**src/hw/edrc_pkg.sv**
```systemverilog
// package: register map, field layout and timing constants of the rx counter and pointer block
package edrc_pkg;
    // register byte offsets
    localparam logic [15:0] ADDR_MISSED_FRAME_OVERFLOW_COUNTS = 16'h1020;
    localparam logic [15:0] ADDR_RX_FLAG_WATCHDOG_PERIOD = 16'h1024;
    localparam logic [15:0] ADDR_EVENT_STATUS = 16'h1028;
    localparam logic [15:0] ADDR_EVENT_CLEAR = 16'h102C;
    localparam logic [15:0] ADDR_EVENT_ENABLE = 16'h1030;
    localparam logic [15:0] ADDR_CURRENT_TX_DESCRIPTOR = 16'h1048;
    localparam logic [15:0] ADDR_CURRENT_RX_DESCRIPTOR = 16'h104C;
    localparam logic [15:0] ADDR_CURRENT_TX_BUFFER_ADDRESS = 16'h1050;
    localparam logic [15:0] ADDR_CURRENT_RX_BUFFER_ADDRESS = 16'h1054;

    // missed frame register layout
    localparam int DROP_CNT_W = 16;
    localparam int DROP_CNT_LSB = 0;
    localparam int DROP_WRAP_BIT = 16;
    localparam int APP_CNT_W = 11;
    localparam int APP_CNT_LSB = 17;
    localparam int FIFO_WRAP_BIT = 28;

    // watchdog period field and scaling
    localparam int WDT_PERIOD_W = 8;
    localparam int WDT_SHIFT = 8;
    localparam int WDT_UNIT = 256;
    localparam int WDT_CNT_W = WDT_PERIOD_W + WDT_SHIFT;

    // event status layout, shared by status, clear and enable
    localparam int EVT_W = 10;
    localparam int EVT_DROP_WRAP = 0;
    localparam int EVT_APP_WRAP = 1;
    localparam int EVT_FIFO_WRAP = 2;
    localparam int EVT_RX_WDT_TIMEOUT = 9;

    // reset values
    localparam logic [31:0] RESET_WORD = 32'h0000_0000;
    localparam logic [EVT_W-1:0] RESET_EVT = 10'h000;
    localparam logic [WDT_PERIOD_W-1:0] RESET_WDT_PERIOD = 8'h00;

    // watchdog states
    typedef enum logic [0:0] {WDT_IDLE, WDT_RUN} edrc_wdt_state_t;
endpackage

```
**src/hw/edrc_wrap_cnt.sv**
```systemverilog
// wrapping event counter with read-to-clear and a sticky wrap flag
`timescale 1ns/1ns
module edrc_wrap_cnt #(
    parameter int WIDTH = 16
) (
    input wire logic i_clk, // system clock
    input wire logic i_rstn, // async reset, active low
    input wire logic i_inc, // one-cycle count event
    input wire logic i_clr, // read-to-clear strobe
    output logic [WIDTH-1:0] o_count, // current count
    output logic o_wrap, // sticky wrap flag
    output logic o_wrap_evt // pulse when the count wraps
);
    logic at_max;

    assign at_max = &o_count;
    // a wrap in the clear cycle is not flagged: the read restarts the count and keeps that event as one
    assign o_wrap_evt = i_inc && at_max && !i_clr;

    // count; an event in the clear cycle is kept as the first new count
    always_ff @(posedge i_clk or negedge i_rstn) begin
        if (!i_rstn) begin
            o_count <= '0;
        end else if (i_clr) begin
            o_count <= i_inc ? WIDTH'(1) : '0;
        end else if (i_inc) begin
            o_count <= o_count + WIDTH'(1);
        end
    end

    // wrap flag: set wins over clear
    always_ff @(posedge i_clk or negedge i_rstn) begin
        if (!i_rstn) begin
            o_wrap <= 1'b0;
        end else if (o_wrap_evt) begin
            o_wrap <= 1'b1;
        end else if (i_clr) begin
            o_wrap <= 1'b0;
        end
    end
endmodule

```
**src/hw/edrc_rx_mon.sv**
```systemverilog
// dma rx drop counters, rx completion watchdog and current pointer readback
//
// Notes on behaviour
// RULE1 - a 16-bit count in bits 15:0 grows by one per frame dropped for lack of a receive buffer and clears on read.
// RULE2 - bit 16 is set when that count wraps and clears on read.
// RULE3 - bits 27:17 hold a read-to-clear count of frames lost on the application side.
// RULE4 - bit 28 is set when the receive fifo overrun counter wraps and clears on read.
// RULE5 - the watchdog period is the 8-bit field in bits 7:0 times 256 clock cycles.
// RULE6 - the watchdog starts when a frame finishes with its completion report suppressed by its descriptor.
// RULE7 - on expiry the watchdog sets the receive-complete flag and stops.
// RULE8 - the watchdog is reset whenever the receive-complete flag becomes set.
// RULE9 - the current transmit descriptor address reads back as a 32-bit value that follows the dma.
// RULE10 - the current receive descriptor address reads back as a 32-bit value that follows the dma.
// RULE11 - the current transmit buffer address reads back as a 32-bit value that follows the dma.
// RULE12 - the current receive buffer address reads back as a 32-bit value that follows the dma.
// RULE13 - watchdog expiry is reported as status bit 9, which feeds the abnormal summary.
// RULE14 - a period field of zero disables the watchdog.
//
// Our own choice: the plain strobed port.
`timescale 1ns/1ns
module edrc_rx_mon
    import edrc_pkg::*;
#(
    parameter int ADDR_W = 16
) (
    input wire logic i_clk, // 100 MHz system clock
    input wire logic i_rstn, // async reset, active low
    input wire logic [ADDR_W-1:0] i_addr, // register byte address
    input wire logic [31:0] i_wdata, // write data
    input wire logic i_wr, // write strobe
    input wire logic i_rd, // read strobe
    output logic [31:0] o_rdata, // read data, cycle after i_rd
    input wire logic i_drop_frame, // pulse: frame dropped, no rx buffer
    input wire logic i_app_lost_frame, // pulse: frame lost by application side
    input wire logic i_fifo_overrun_wrap, // pulse: rx fifo overrun counter wrapped
    input wire logic i_rx_frame_done, // pulse: rx dma finished a frame
    input wire logic i_rx_report_off, // descriptor word1 bit 31 of that frame
    input wire logic i_rx_complete_set, // pulse: frame sets the complete flag itself
    input wire logic i_rx_complete_clr, // pulse: complete flag cleared elsewhere
    input wire logic [31:0] i_cur_tx_desc_ptr, // dma current tx descriptor
    input wire logic [31:0] i_cur_rx_desc_ptr, // dma current rx descriptor
    input wire logic [31:0] i_cur_tx_buf_ptr, // dma current tx buffer
    input wire logic [31:0] i_cur_rx_buf_ptr, // dma current rx buffer
    output logic o_rx_complete_flag, // receive-complete flag
    output logic o_rx_wdt_timeout, // status bit 9, to abnormal summary
    output logic o_irq // level interrupt
);
    logic [DROP_CNT_W-1:0] dropped_frame_count;
    logic dropped_frame_count_wrap;
    logic drop_wrap_evt;
    logic [APP_CNT_W-1:0] app_lost_frame_count;
    logic app_wrap_evt;
    logic fifo_overrun_count_wrap;
    logic [WDT_PERIOD_W-1:0] rx_watchdog_period;
    logic [EVT_W-1:0] evt_status;
    logic [EVT_W-1:0] evt_enable;
    logic [EVT_W-1:0] evt_set;
    logic [EVT_W-1:0] evt_clr;
    edrc_wdt_state_t wdt_state;
    logic [WDT_CNT_W-1:0] wdt_cnt;
    logic [WDT_CNT_W-1:0] wdt_limit;
    logic wdt_start;
    logic wdt_expire;
    logic complete_rise;
    logic cnt_rd;
    logic [31:0] next_rdata;

    // address decode, shared by read and write paths
    function automatic logic hit(input logic [ADDR_W-1:0] a, input logic [15:0] reg_addr);
        hit = (a == ADDR_W'(reg_addr));
    endfunction

    assign cnt_rd = i_rd && hit(i_addr, ADDR_MISSED_FRAME_OVERFLOW_COUNTS);

    // dropped-frame counter with wrap flag
    edrc_wrap_cnt #(
        .WIDTH(DROP_CNT_W)
    ) u_drop_cnt (
        .i_clk(i_clk),
        .i_rstn(i_rstn),
        .i_inc(i_drop_frame), // RULE1
        .i_clr(cnt_rd), // RULE1
        .o_count(dropped_frame_count),
        .o_wrap(dropped_frame_count_wrap), // RULE2
        .o_wrap_evt(drop_wrap_evt)
    );

    // application-side lost-frame counter; its wrap only raises an event
    edrc_wrap_cnt #(
        .WIDTH(APP_CNT_W)
    ) u_app_cnt (
        .i_clk(i_clk),
        .i_rstn(i_rstn),
        .i_inc(i_app_lost_frame), // RULE3
        .i_clr(cnt_rd), // RULE3
        .o_count(app_lost_frame_count),
        .o_wrap(),
        .o_wrap_evt(app_wrap_evt)
    );

    // fifo overrun wrap flag: set wins over the read clear
    always_ff @(posedge i_clk or negedge i_rstn) begin
        if (!i_rstn) begin
            fifo_overrun_count_wrap <= 1'b0;
        end else if (i_fifo_overrun_wrap) begin
            fifo_overrun_count_wrap <= 1'b1; // RULE4
        end else if (cnt_rd) begin
            fifo_overrun_count_wrap <= 1'b0; // RULE4
        end
    end

    // watchdog period register
    always_ff @(posedge i_clk or negedge i_rstn) begin
        if (!i_rstn) begin
            rx_watchdog_period <= RESET_WDT_PERIOD;
        end else if (i_wr && hit(i_addr, ADDR_RX_FLAG_WATCHDOG_PERIOD)) begin
            rx_watchdog_period <= i_wdata[WDT_PERIOD_W-1:0]; // RULE5
        end
    end

    // watchdog control terms; the limit follows the live field, so a rewrite takes effect mid-count
    assign wdt_limit = (WDT_CNT_W'(rx_watchdog_period) << WDT_SHIFT) - WDT_CNT_W'(1); // RULE5
    assign wdt_start = i_rx_frame_done && i_rx_report_off && (rx_watchdog_period != '0); // RULE6 RULE14
    assign wdt_expire = (wdt_state == WDT_RUN) && (wdt_cnt >= wdt_limit) && (rx_watchdog_period != '0); // RULE7
    assign complete_rise = i_rx_complete_set || wdt_expire;

    // watchdog state: any setting of the complete flag ends a run
    always_ff @(posedge i_clk or negedge i_rstn) begin
        if (!i_rstn) begin
            wdt_state <= WDT_IDLE;
        end else begin
            case (wdt_state)
                WDT_IDLE: begin
                    if (wdt_start && !i_rx_complete_set) begin
                        wdt_state <= WDT_RUN; // RULE6
                    end
                end
                WDT_RUN: begin
                    if (complete_rise) begin
                        wdt_state <= WDT_IDLE; // RULE7 RULE8
                    end else if (rx_watchdog_period == '0) begin
                        wdt_state <= WDT_IDLE; // RULE14
                    end
                end
                default: begin
                    wdt_state <= WDT_IDLE;
                end
            endcase
        end
    end

    // watchdog count; a fresh start restarts from zero
    always_ff @(posedge i_clk or negedge i_rstn) begin
        if (!i_rstn) begin
            wdt_cnt <= '0;
        end else if (complete_rise || wdt_state != WDT_RUN) begin
            wdt_cnt <= '0; // RULE8
        end else if (wdt_start) begin
            wdt_cnt <= '0; // RULE6
        end else begin
            wdt_cnt <= wdt_cnt + WDT_CNT_W'(1);
        end
    end

    // receive-complete flag: set wins over an outside clear
    always_ff @(posedge i_clk or negedge i_rstn) begin
        if (!i_rstn) begin
            o_rx_complete_flag <= 1'b0;
        end else if (complete_rise) begin
            o_rx_complete_flag <= 1'b1; // RULE7
        end else if (i_rx_complete_clr) begin
            o_rx_complete_flag <= 1'b0;
        end
    end

    // event sources and clear strobes
    always_comb begin
        evt_set = '0;
        evt_set[EVT_DROP_WRAP] = drop_wrap_evt;
        evt_set[EVT_APP_WRAP] = app_wrap_evt;
        evt_set[EVT_FIFO_WRAP] = i_fifo_overrun_wrap;
        evt_set[EVT_RX_WDT_TIMEOUT] = wdt_expire; // RULE13
        evt_clr = (i_wr && hit(i_addr, ADDR_EVENT_CLEAR)) ? i_wdata[EVT_W-1:0] : '0;
    end

    // sticky status bits, write-one-to-clear through the clear register
    genvar gi;
    generate
        for (gi = 0; gi < EVT_W; gi++) begin : g_evt
            always_ff @(posedge i_clk or negedge i_rstn) begin
                if (!i_rstn) begin
                    evt_status[gi] <= 1'b0;
                end else if (evt_set[gi]) begin
                    evt_status[gi] <= 1'b1;
                end else if (evt_clr[gi]) begin
                    evt_status[gi] <= 1'b0;
                end
            end
        end
    endgenerate

    assign o_rx_wdt_timeout = evt_status[EVT_RX_WDT_TIMEOUT]; // RULE13

    // interrupt enable register
    always_ff @(posedge i_clk or negedge i_rstn) begin
        if (!i_rstn) begin
            evt_enable <= RESET_EVT;
        end else if (i_wr && hit(i_addr, ADDR_EVENT_ENABLE)) begin
            evt_enable <= i_wdata[EVT_W-1:0];
        end
    end

    assign o_irq = |(evt_status & evt_enable);

    // read mux; pointers are sampled at the read so software sees the dma's live value
    always_comb begin
        next_rdata = RESET_WORD;
        if (hit(i_addr, ADDR_MISSED_FRAME_OVERFLOW_COUNTS)) begin
            next_rdata[DROP_CNT_LSB +: DROP_CNT_W] = dropped_frame_count; // RULE1
            next_rdata[DROP_WRAP_BIT] = dropped_frame_count_wrap; // RULE2
            next_rdata[APP_CNT_LSB +: APP_CNT_W] = app_lost_frame_count; // RULE3
            next_rdata[FIFO_WRAP_BIT] = fifo_overrun_count_wrap; // RULE4
        end else if (hit(i_addr, ADDR_RX_FLAG_WATCHDOG_PERIOD)) begin
            next_rdata[WDT_PERIOD_W-1:0] = rx_watchdog_period;
        end else if (hit(i_addr, ADDR_EVENT_STATUS)) begin
            next_rdata[EVT_W-1:0] = evt_status;
        end else if (hit(i_addr, ADDR_EVENT_ENABLE)) begin
            next_rdata[EVT_W-1:0] = evt_enable;
        end else if (hit(i_addr, ADDR_CURRENT_TX_DESCRIPTOR)) begin
            next_rdata = i_cur_tx_desc_ptr; // RULE9
        end else if (hit(i_addr, ADDR_CURRENT_RX_DESCRIPTOR)) begin
            next_rdata = i_cur_rx_desc_ptr; // RULE10
        end else if (hit(i_addr, ADDR_CURRENT_TX_BUFFER_ADDRESS)) begin
            next_rdata = i_cur_tx_buf_ptr; // RULE11
        end else if (hit(i_addr, ADDR_CURRENT_RX_BUFFER_ADDRESS)) begin
            next_rdata = i_cur_rx_buf_ptr; // RULE12
        end
    end

    // read data stand only in the cycle after the strobe
    always_ff @(posedge i_clk or negedge i_rstn) begin
        if (!i_rstn) begin
            o_rdata <= RESET_WORD;
        end else if (i_rd) begin
            o_rdata <= next_rdata;
        end else begin
            o_rdata <= RESET_WORD;
        end
    end
endmodule

```
**config.mk**
```make
export PLATFORM = sky130hd
export DESIGN_NAME = edrc_rx_mon
export DESIGN_NICKNAME = d
export VERILOG_FILES = /design/src/hw/edrc_pkg.sv /design/src/hw/edrc_wrap_cnt.sv /design/src/hw/edrc_rx_mon.sv
export SDC_FILE = /design/constraint.sdc
export NUM_CORES = 1
export LEC_CHECK = 0
export ABC_AREA = 1
export ABC_CLOCK_PERIOD_IN_PS = 5200
export CAP_MARGIN = 30
export CORE_AREA = 2 2 115 200
export DETAILED_ROUTE_END_ITERATION = 7
export DIE_AREA = 0 0 117 202
export DONT_BUFFER_PORTS = 1
export HOLD_SLACK_MARGIN = 0.1
export PLACE_DENSITY = 0.53
export SYNTH_ARGS = -nofsm -noshare
export SYNTH_HDL_FRONTEND = slang
export SYNTH_SLANG_ARGS = --single-unit
export TNS_END_PERCENT = 50
```
**constraint.sdc**
```tcl
create_clock -name i_clk -period 5.2 [get_ports i_clk]
set_input_delay 0.26 -clock i_clk [delete_from_list [all_inputs] [get_ports i_clk]]
set_output_delay 0.26 -clock i_clk [all_outputs]
set_load 0.01 [all_outputs]
```
==> metrics, run 1 <==
first-pass GRT wire length=30.8 mm; status=finished, final reports clean; Fin Setup TNS=0 ns; Synth Area per Inst=7.66 um^2; initial antenna violation count=0; Yosys top cell area share=0.389; Synth cell types=49; hold slack=0.0997 ns; fraction of layout cells with a size suffix above 1=0.124; Setup Skew=0.00843 ns; nature of the critical path startpoint=flip-flop; WL final=20.2 mm; leading area contributor after synthesis=dfrtp_1; Remaining Overflow, GRT=0; Reg power frac=0.453; kind of cell adding the most delay to the critical path=simple AND/OR/NAND/NOR gates; post-route insts no fill=1156; flop and latch count out of synthesis=101; Worst EP required=5.44 ns; Max Fclk=359 MHz; clock latency on the worst-skew pair=0.37 ns; Pwr Total=2010 uW; Psw=553 uW; CP max-delay cell=dlygate4sd3_1; drt drc=0; Pre-antenna DRT Iters=4; drt wl/cell=17.5 um; core box area=0.0221 mm^2; DR iter-0 viols=187; final slew viol count=0; Crit path arrival time=3.03 ns; # nets final=1055; CTS sink count=101; clk buf depth=2; worst slew pin tran=1.05 ns; final antenna-violating net count=0; Post-synth ARST share=1.00; Die ar.=0.0236 mm^2; Worst Setup End Kind=flip-flop; crit path kind=flip-flop to flip-flop; Vias=5579; # diodes=0; sum of buffers and inverters on the critical path=1; root buf cell=clkbuf_16; Worst slew margin=0.294; Final Cell Area=0.00726 mm^2; EDFF count, synth=0; Synth top cells by count=nand2_1 (176), nor2_1 (107), dfrtp_1 (101), inv_1 (93), a21oi_1 (59); DR vias/cell=4.83; post-CTS setup buffer count=0; gpl congestion=0.860; # IOs=222; Worst-path clk slew=0.07 ns; top_reg_cell synth=dfrtp_1; combinational share of power=0.131; internal power=1460 uW; HP Class=primary input to flip-flop; fin crit share=0.536; CTS tree=done; RSZ-0062 raised after global routing=false; vias in the first global route=5842; static leakage=0.00365 uW; Total Routing Usage GR=0.175; Fin. Hold Viols=0; Syn. warnings=0; Final setup viols=0; Mapped Nets=1046; Crit Path Max Fanout=5; Num CTS Buffers=9; dominant cells by area after synthesis=dfrtp_1 (39%), nand2_1 (10%), nor2_1 (6.2%); switching share of power=0.275; CP cell instances=nor2_1, nand2_1, nor2_1, nand3_1, xor2_1, ha_1, nand2_1, nor2_1, nand3_1, o2111ai_1, a21oi_2, o21ai_0, dlygate4sd3_1; Die X=117 um; number of core rows=72; VDD IR max=0.205 mV; Die Ht=202 um; Mapped Area=0.00649 mm^2; HPWL after detailed placement=15.8 mm; Power Density=277 mW/mm^2; post-cts resize count=0; Area growth syn-to-layout=11.9%; IO Port Bufs=0; Clock power frac=0.416; # hold bufs at CTS=20; Starting Density=0.294; count leader, synth=nand2_1; placed cell area=0.00669 mm^2; clock period minus worst slack=2.79 ns; highest cell delay on the worst timing path=0.56 ns; H-Tree Depth=3; maxcap violations=0; Gate Count Post-Synth=847; largest net degree at the start of global routing=102; Inst Count DP=1121; CP most frequent cell=nor2_1; register area share after synthesis=0.389
[registers in the layout, indices dropped and copies added (netlist names), 3 cells and up]
name	count
o_rdata	32
u_drop_cnt.o_count	16
wdt_cnt	16
u_app_cnt.o_count	11
evt_enable	10
rx_watchdog_period	8
evt_status	3
[cell type report]
class	count	area, um^2
Timing Repair Buffer	21	225
Clock buffer	9	225
Fill cell	2370	14800
Tap cell	296	370
Clock inverter	6	134
Multi-Input combinational cell	606	3330
Inverter	117	450
Sequential cell	101	2530
[per-stage QoR]
| stage | worst slack (ns) | utilization |
|---|---|---|
| CTS | 2.39 | 0.329 |
| global placement | 2.70 | 0.303 |
| finish | 2.41 | 0.329 |
| detailed placement | 2.69 | 0.303 |
| floorplan | 3.08 | - |
| global route | 2.16 | 0.329 |
[final timing paths]
path | from | slack (ns) | to | depth (start not counted)
hold reg to reg | wdt_cnt[0]$_DFF_PN0_ | 0.47 | wdt_cnt[0]$_DFF_PN0_ | 1
setup / recovery | rx_watchdog_period[2]$_DFFE_PN0P_ | 2.41 | o_rx_complete_flag$_DFFE_PN0P_ | 13
max in group asynchronous | i_rstn | 4.27 | o_rdata[14]$_DFF_PN0_ | 2
setup reg to reg | rx_watchdog_period[2]$_DFFE_PN0P_ | 2.41 | o_rx_complete_flag$_DFFE_PN0P_ | 13
hold / removal | i_rd | 0.1 | o_rdata[23]$_DFF_PN0_ | 2
min in group asynchronous | i_rstn | 0.48 | evt_enable[3]$_DFFE_PN0P_ | 2
[layer usage]
| layer | part of all wire | wire length (um) | global-route usage | vias up |
|---|---|---|---|---|
| met4 | 0.058 | 1180 | 0.105 | 0 |
| li1 | - | - | - | 2738 |
| met3 | 0.048 | 967 | 0.0453 | 48 |
| met5 | 0 | 0 | 0 | - |
| met1 | 0.35 | 7010 | 0.170 | 2654 |
| met2 | 0.55 | 11000 | 0.321 | 139 |
[power by group through the flow]
stage | combinational (uW) | clock (uW) | sequential [uW]
2_1_floorplan | 188 | 0 | 909
3_3_place_gp | 233 | 0 | 925
3_5_place_dp | 236 | 0 | 927
4_1_cts | 272 | 864 | 911
5_1_grt | 308 | 890 | 919
6_report | 265 | 837 | 911
[cell usage in the layout (no fill, tap or decap), drive strengths merged]
| cell | n |
|---|---|
| nand4 | 9 |
| nand3 | 62 |
| o221ai | 2 |
| buf | 2 |
| nor4 | 4 |
| bufinv | 4 |
| clkbuf | 9 |
| xor2 | 23 |
| nand2 | 193 |
| o211ai | 1 |
| a21oi | 61 |
| a31oi | 2 |
| clkinv | 2 |
| inv | 117 |
| ha | 12 |
| mux2 | 1 |
| o21ai | 65 |
| a21o | 2 |
| dfrtp | 101 |
| a22oi | 11 |
| o31ai | 1 |
| nand3b | 2 |
| o2111ai | 2 |
| xnor2 | 3 |
| a211oi | 1 |
| nor2 | 127 |
| dlygate4sd3 | 19 |
| or2 | 1 |
| a221oi | 3 |
| nor3b | 1 |
| nor3 | 17 |
[cell families (layout without fill, tap and decap cells)]
kind of cell | Yosys count | count (layout) | synth area share
simple gates | 416 | 416 | 0.319
compound gates | 151 | 151 | 0.134
buf+inv | 140 | 153 | 0.0975
flops | 101 | 101 | 0.389
xor+xnor | 26 | 26 | 0.0351
fa+ha+maj | 12 | 12 | 0.0231
mux | 1 | 1 | 0.00231
(Power assumes the default switching activity.)
==> run 2, diff against run 1 <==
--- a/config.mk
+++ b/config.mk
@@ -6,7 +6,7 @@
 export NUM_CORES = 1
 export LEC_CHECK = 0
 export ABC_AREA = 1
-export ABC_CLOCK_PERIOD_IN_PS = 5200
+export ABC_CLOCK_PERIOD_IN_PS = 2650
 export CAP_MARGIN = 30
 export CORE_AREA = 2 2 115 200
 export DETAILED_ROUTE_END_ITERATION = 7
==> constraint.sdc (replaced) <==
create_clock -name i_clk -period 2.65 [get_ports i_clk]
set_input_delay 0.1325 -clock i_clk [delete_from_list [all_inputs] [get_ports i_clk]]
set_output_delay 0.1325 -clock i_clk [all_outputs]
set_load 0.01 [all_outputs]
==> metrics, run 2 (synthesized netlist as in run 1, its figures left out) <==
reg2reg start=rx_watchdog_period[2]$_DFFE_PN0P_ (unchanged); RSZ-0062 raised after global routing=false (unchanged); DR iter-0 viols=250 (was 187); Pre-antenna DRT Iters=4 (unchanged); VDD IR max=0.310 mV (was 0.205 mV); vias in the first global route=6001 (was 5842); core box area=0.0221 mm^2 (unchanged); DR vias/cell=4.71 (was 4.83); number of core rows=72 (unchanged); Final setup viols=0 (unchanged); Pwr Total=3810 uW (was 2010 uW); HPWL after detailed placement=15.8 mm (about the same); static leakage=0.00386 uW (was 0.00365 uW); CTS sink count=101 (unchanged); Placement Setup Slack=0.236 ns (was 2.69 ns); most common cell after layout, fill and taps aside=nand2_1 (unchanged); Crit path arrival time=2.64 ns (was 3.03 ns); drt drc=0 (unchanged); # nets final=1113 (was 1055); Setup Skew=0.0119 ns (was 0.00843 ns); Inst Count DP=1125 (was 1121); nature of the critical path startpoint=flip-flop (unchanged); post-CTS setup buffer count=0 (unchanged); WL final=20.6 mm (was 20.2 mm); commonest cells after routing, fill and taps aside=nand2_1 (176), nor2_1 (107), dfrtp_1 (101) (unchanged); root buf cell=clkbuf_16 (unchanged); Crit Path Max Fanout=16 (was 5); biggest regs=o_rdata: 32 flops, u_drop_cnt.o_count: 16 flops, wdt_cnt: 16 flops (unchanged); final slew viol count=0 (unchanged); Hold Crit Start=i_cur_rx_buf_ptr[28] (was i_rd); Max Fclk=427 MHz (was 359 MHz); initial antenna violation count=0 (unchanged); drt wl/cell=16.9 um (was 17.5 um); Power Density=489 mW/mm^2 (was 277 mW/mm^2); Worst-path clk slew=0.08 ns (was 0.07 ns); Num CTS Buffers=9 (unchanged); WHS Path Cells=4 (was 2); post-route insts no fill=1215 (was 1156); status=finished, final reports clean (unchanged); Most flops, register=o_rdata (unchanged); worst slew pin tran=0.647 ns (was 1.05 ns); Starting Density=0.294 (unchanged); Fin Setup TNS=0 ns (unchanged); fin crit share=0.883 (was 0.536); clk buf depth=2 (unchanged); Total Routing Usage GR=0.180 (was 0.175); Remaining Overflow, GRT=0 (unchanged); Worst EP required=2.95 ns (was 5.44 ns); clock latency on the worst-skew pair=0.37 ns (about the same); HP Class=primary input to flip-flop (unchanged); fin worst setup slack=0.309 ns (was 2.41 ns); Die X=117 um (unchanged); # IOs=222 (unchanged); Worst slew margin=0.567 (was 0.294); Fin. Hold Viols=0 (unchanged); Area growth syn-to-layout=20.1% (was 11.9%); crit path launch=rx_watchdog_period[2]$_DFFE_PN0P_ (unchanged); Worst R2R Path Depth=13 (unchanged); crit path kind=flip-flop to flip-flop (unchanged); Final Util=0.353 (was 0.329); first-pass GRT wire length=32.0 mm (was 30.8 mm); clock period minus worst slack=2.34 ns (was 2.79 ns); H-Tree Depth=3 (unchanged); CTS tree=done (unchanged); Die ar.=0.0236 mm^2 (unchanged); number of flip-flops in the largest register=32 (unchanged); IO Port Bufs=0 (unchanged); maxcap violations=0 (unchanged); Vias=5727 (was 5579); # diodes=0 (unchanged); Worst Setup End Kind=flip-flop (unchanged); Die Ht=202 um (unchanged); final antenna-violating net count=0 (unchanged); gpl congestion=0.823 (was 0.860); fraction of layout cells with a size suffix above 1=0.122 (was 0.124); largest net degree at the start of global routing=102 (unchanged)
-- run 2: cell count changes in the layout (fill, tap and decap cells not counted) --
cell	delta
clkbuf_8	+2
dlygate4sd3_1	+54
clkinv_2	-1
buf_4	+4
inv_6	+2
clkinv_4	+1
nand2_2	-1
nand2_4	+1
bufinv_16	-3
-- run 2: cell type report --
cell class,instances,area [um^2]
Multi-Input combinational cell,606,3330
Clock inverter,5,65.1
Tap cell,296,370
Clock buffer,11,253
Fill cell,2354,14300
Timing Repair Buffer,79,796
Inverter,117,450
Sequential cell,101,2530
-- run 2: report_power, final --
group / total [uW] / switching (uW) / internal [uW] / leakage, uW
sequential: 1790 / 119 / 1670 / 0.00132
clock: 1460 / 665 / 797 / 0.000157
combinational: 558 / 354 / 204 / 0.00238
-- run 2: timing repair --
action / CTS / global route
gates resized for setup: 0 / 1
endpoints found under the hold margin: 172 / 0
hold buffers: 74 / 0
setup endpoints to repair: 0 / 16
-- run 2: critical path: stages, from the launching register on --
cell and delay (ns):
dfrtp_1 0.44, nor2_1 0.12, nand2_1 0.08, nor2_1 0.15, nand3_1 0.10, xor2_1 0.15, ha_1 0.29, nand2_1 0.10
nor2_1 0.06, nand3_1 0.07, o2111ai_1 0.15, a21oi_2 0.26, nand2_4 0.17, nor2_1 0.14
-- run 2: routing by layer --
layer / vias to the layer above / wire length, um / track usage
met5: - / 0 / 0
met4: 0 / 732 / 0.0895
met3: 36 / 804 / 0.0330
met2: 125 / 11900 / 0.340
met1: 2705 / 7090 / 0.182
li1: 2861 / - / -
-- run 2: path summary, 6_finish.rpt --
path	endpoint	slack, ns
min	o_rdata[28]$_DFF_PN0_	0.08
max in group asynchronous	o_rdata[13]$_DFF_PN0_	1.87
min in group asynchronous	o_rdata[1]$_DFF_PN0_	0.33
max reg2reg	wdt_cnt[9]$_DFF_PN0_	0.31
max	wdt_cnt[9]$_DFF_PN0_	0.31
min reg2reg	wdt_cnt[0]$_DFF_PN0_	0.46
-- run 2: through the flow --
step                hold slack, ns  instance area [um^2]
global placement            -0.159                  6720
finish                      0.0823                  7800
floorplan                   -0.163                  6490
CTS                          0.102                  7790
global route                 0.122                  7800
detailed placement          -0.158                  6720
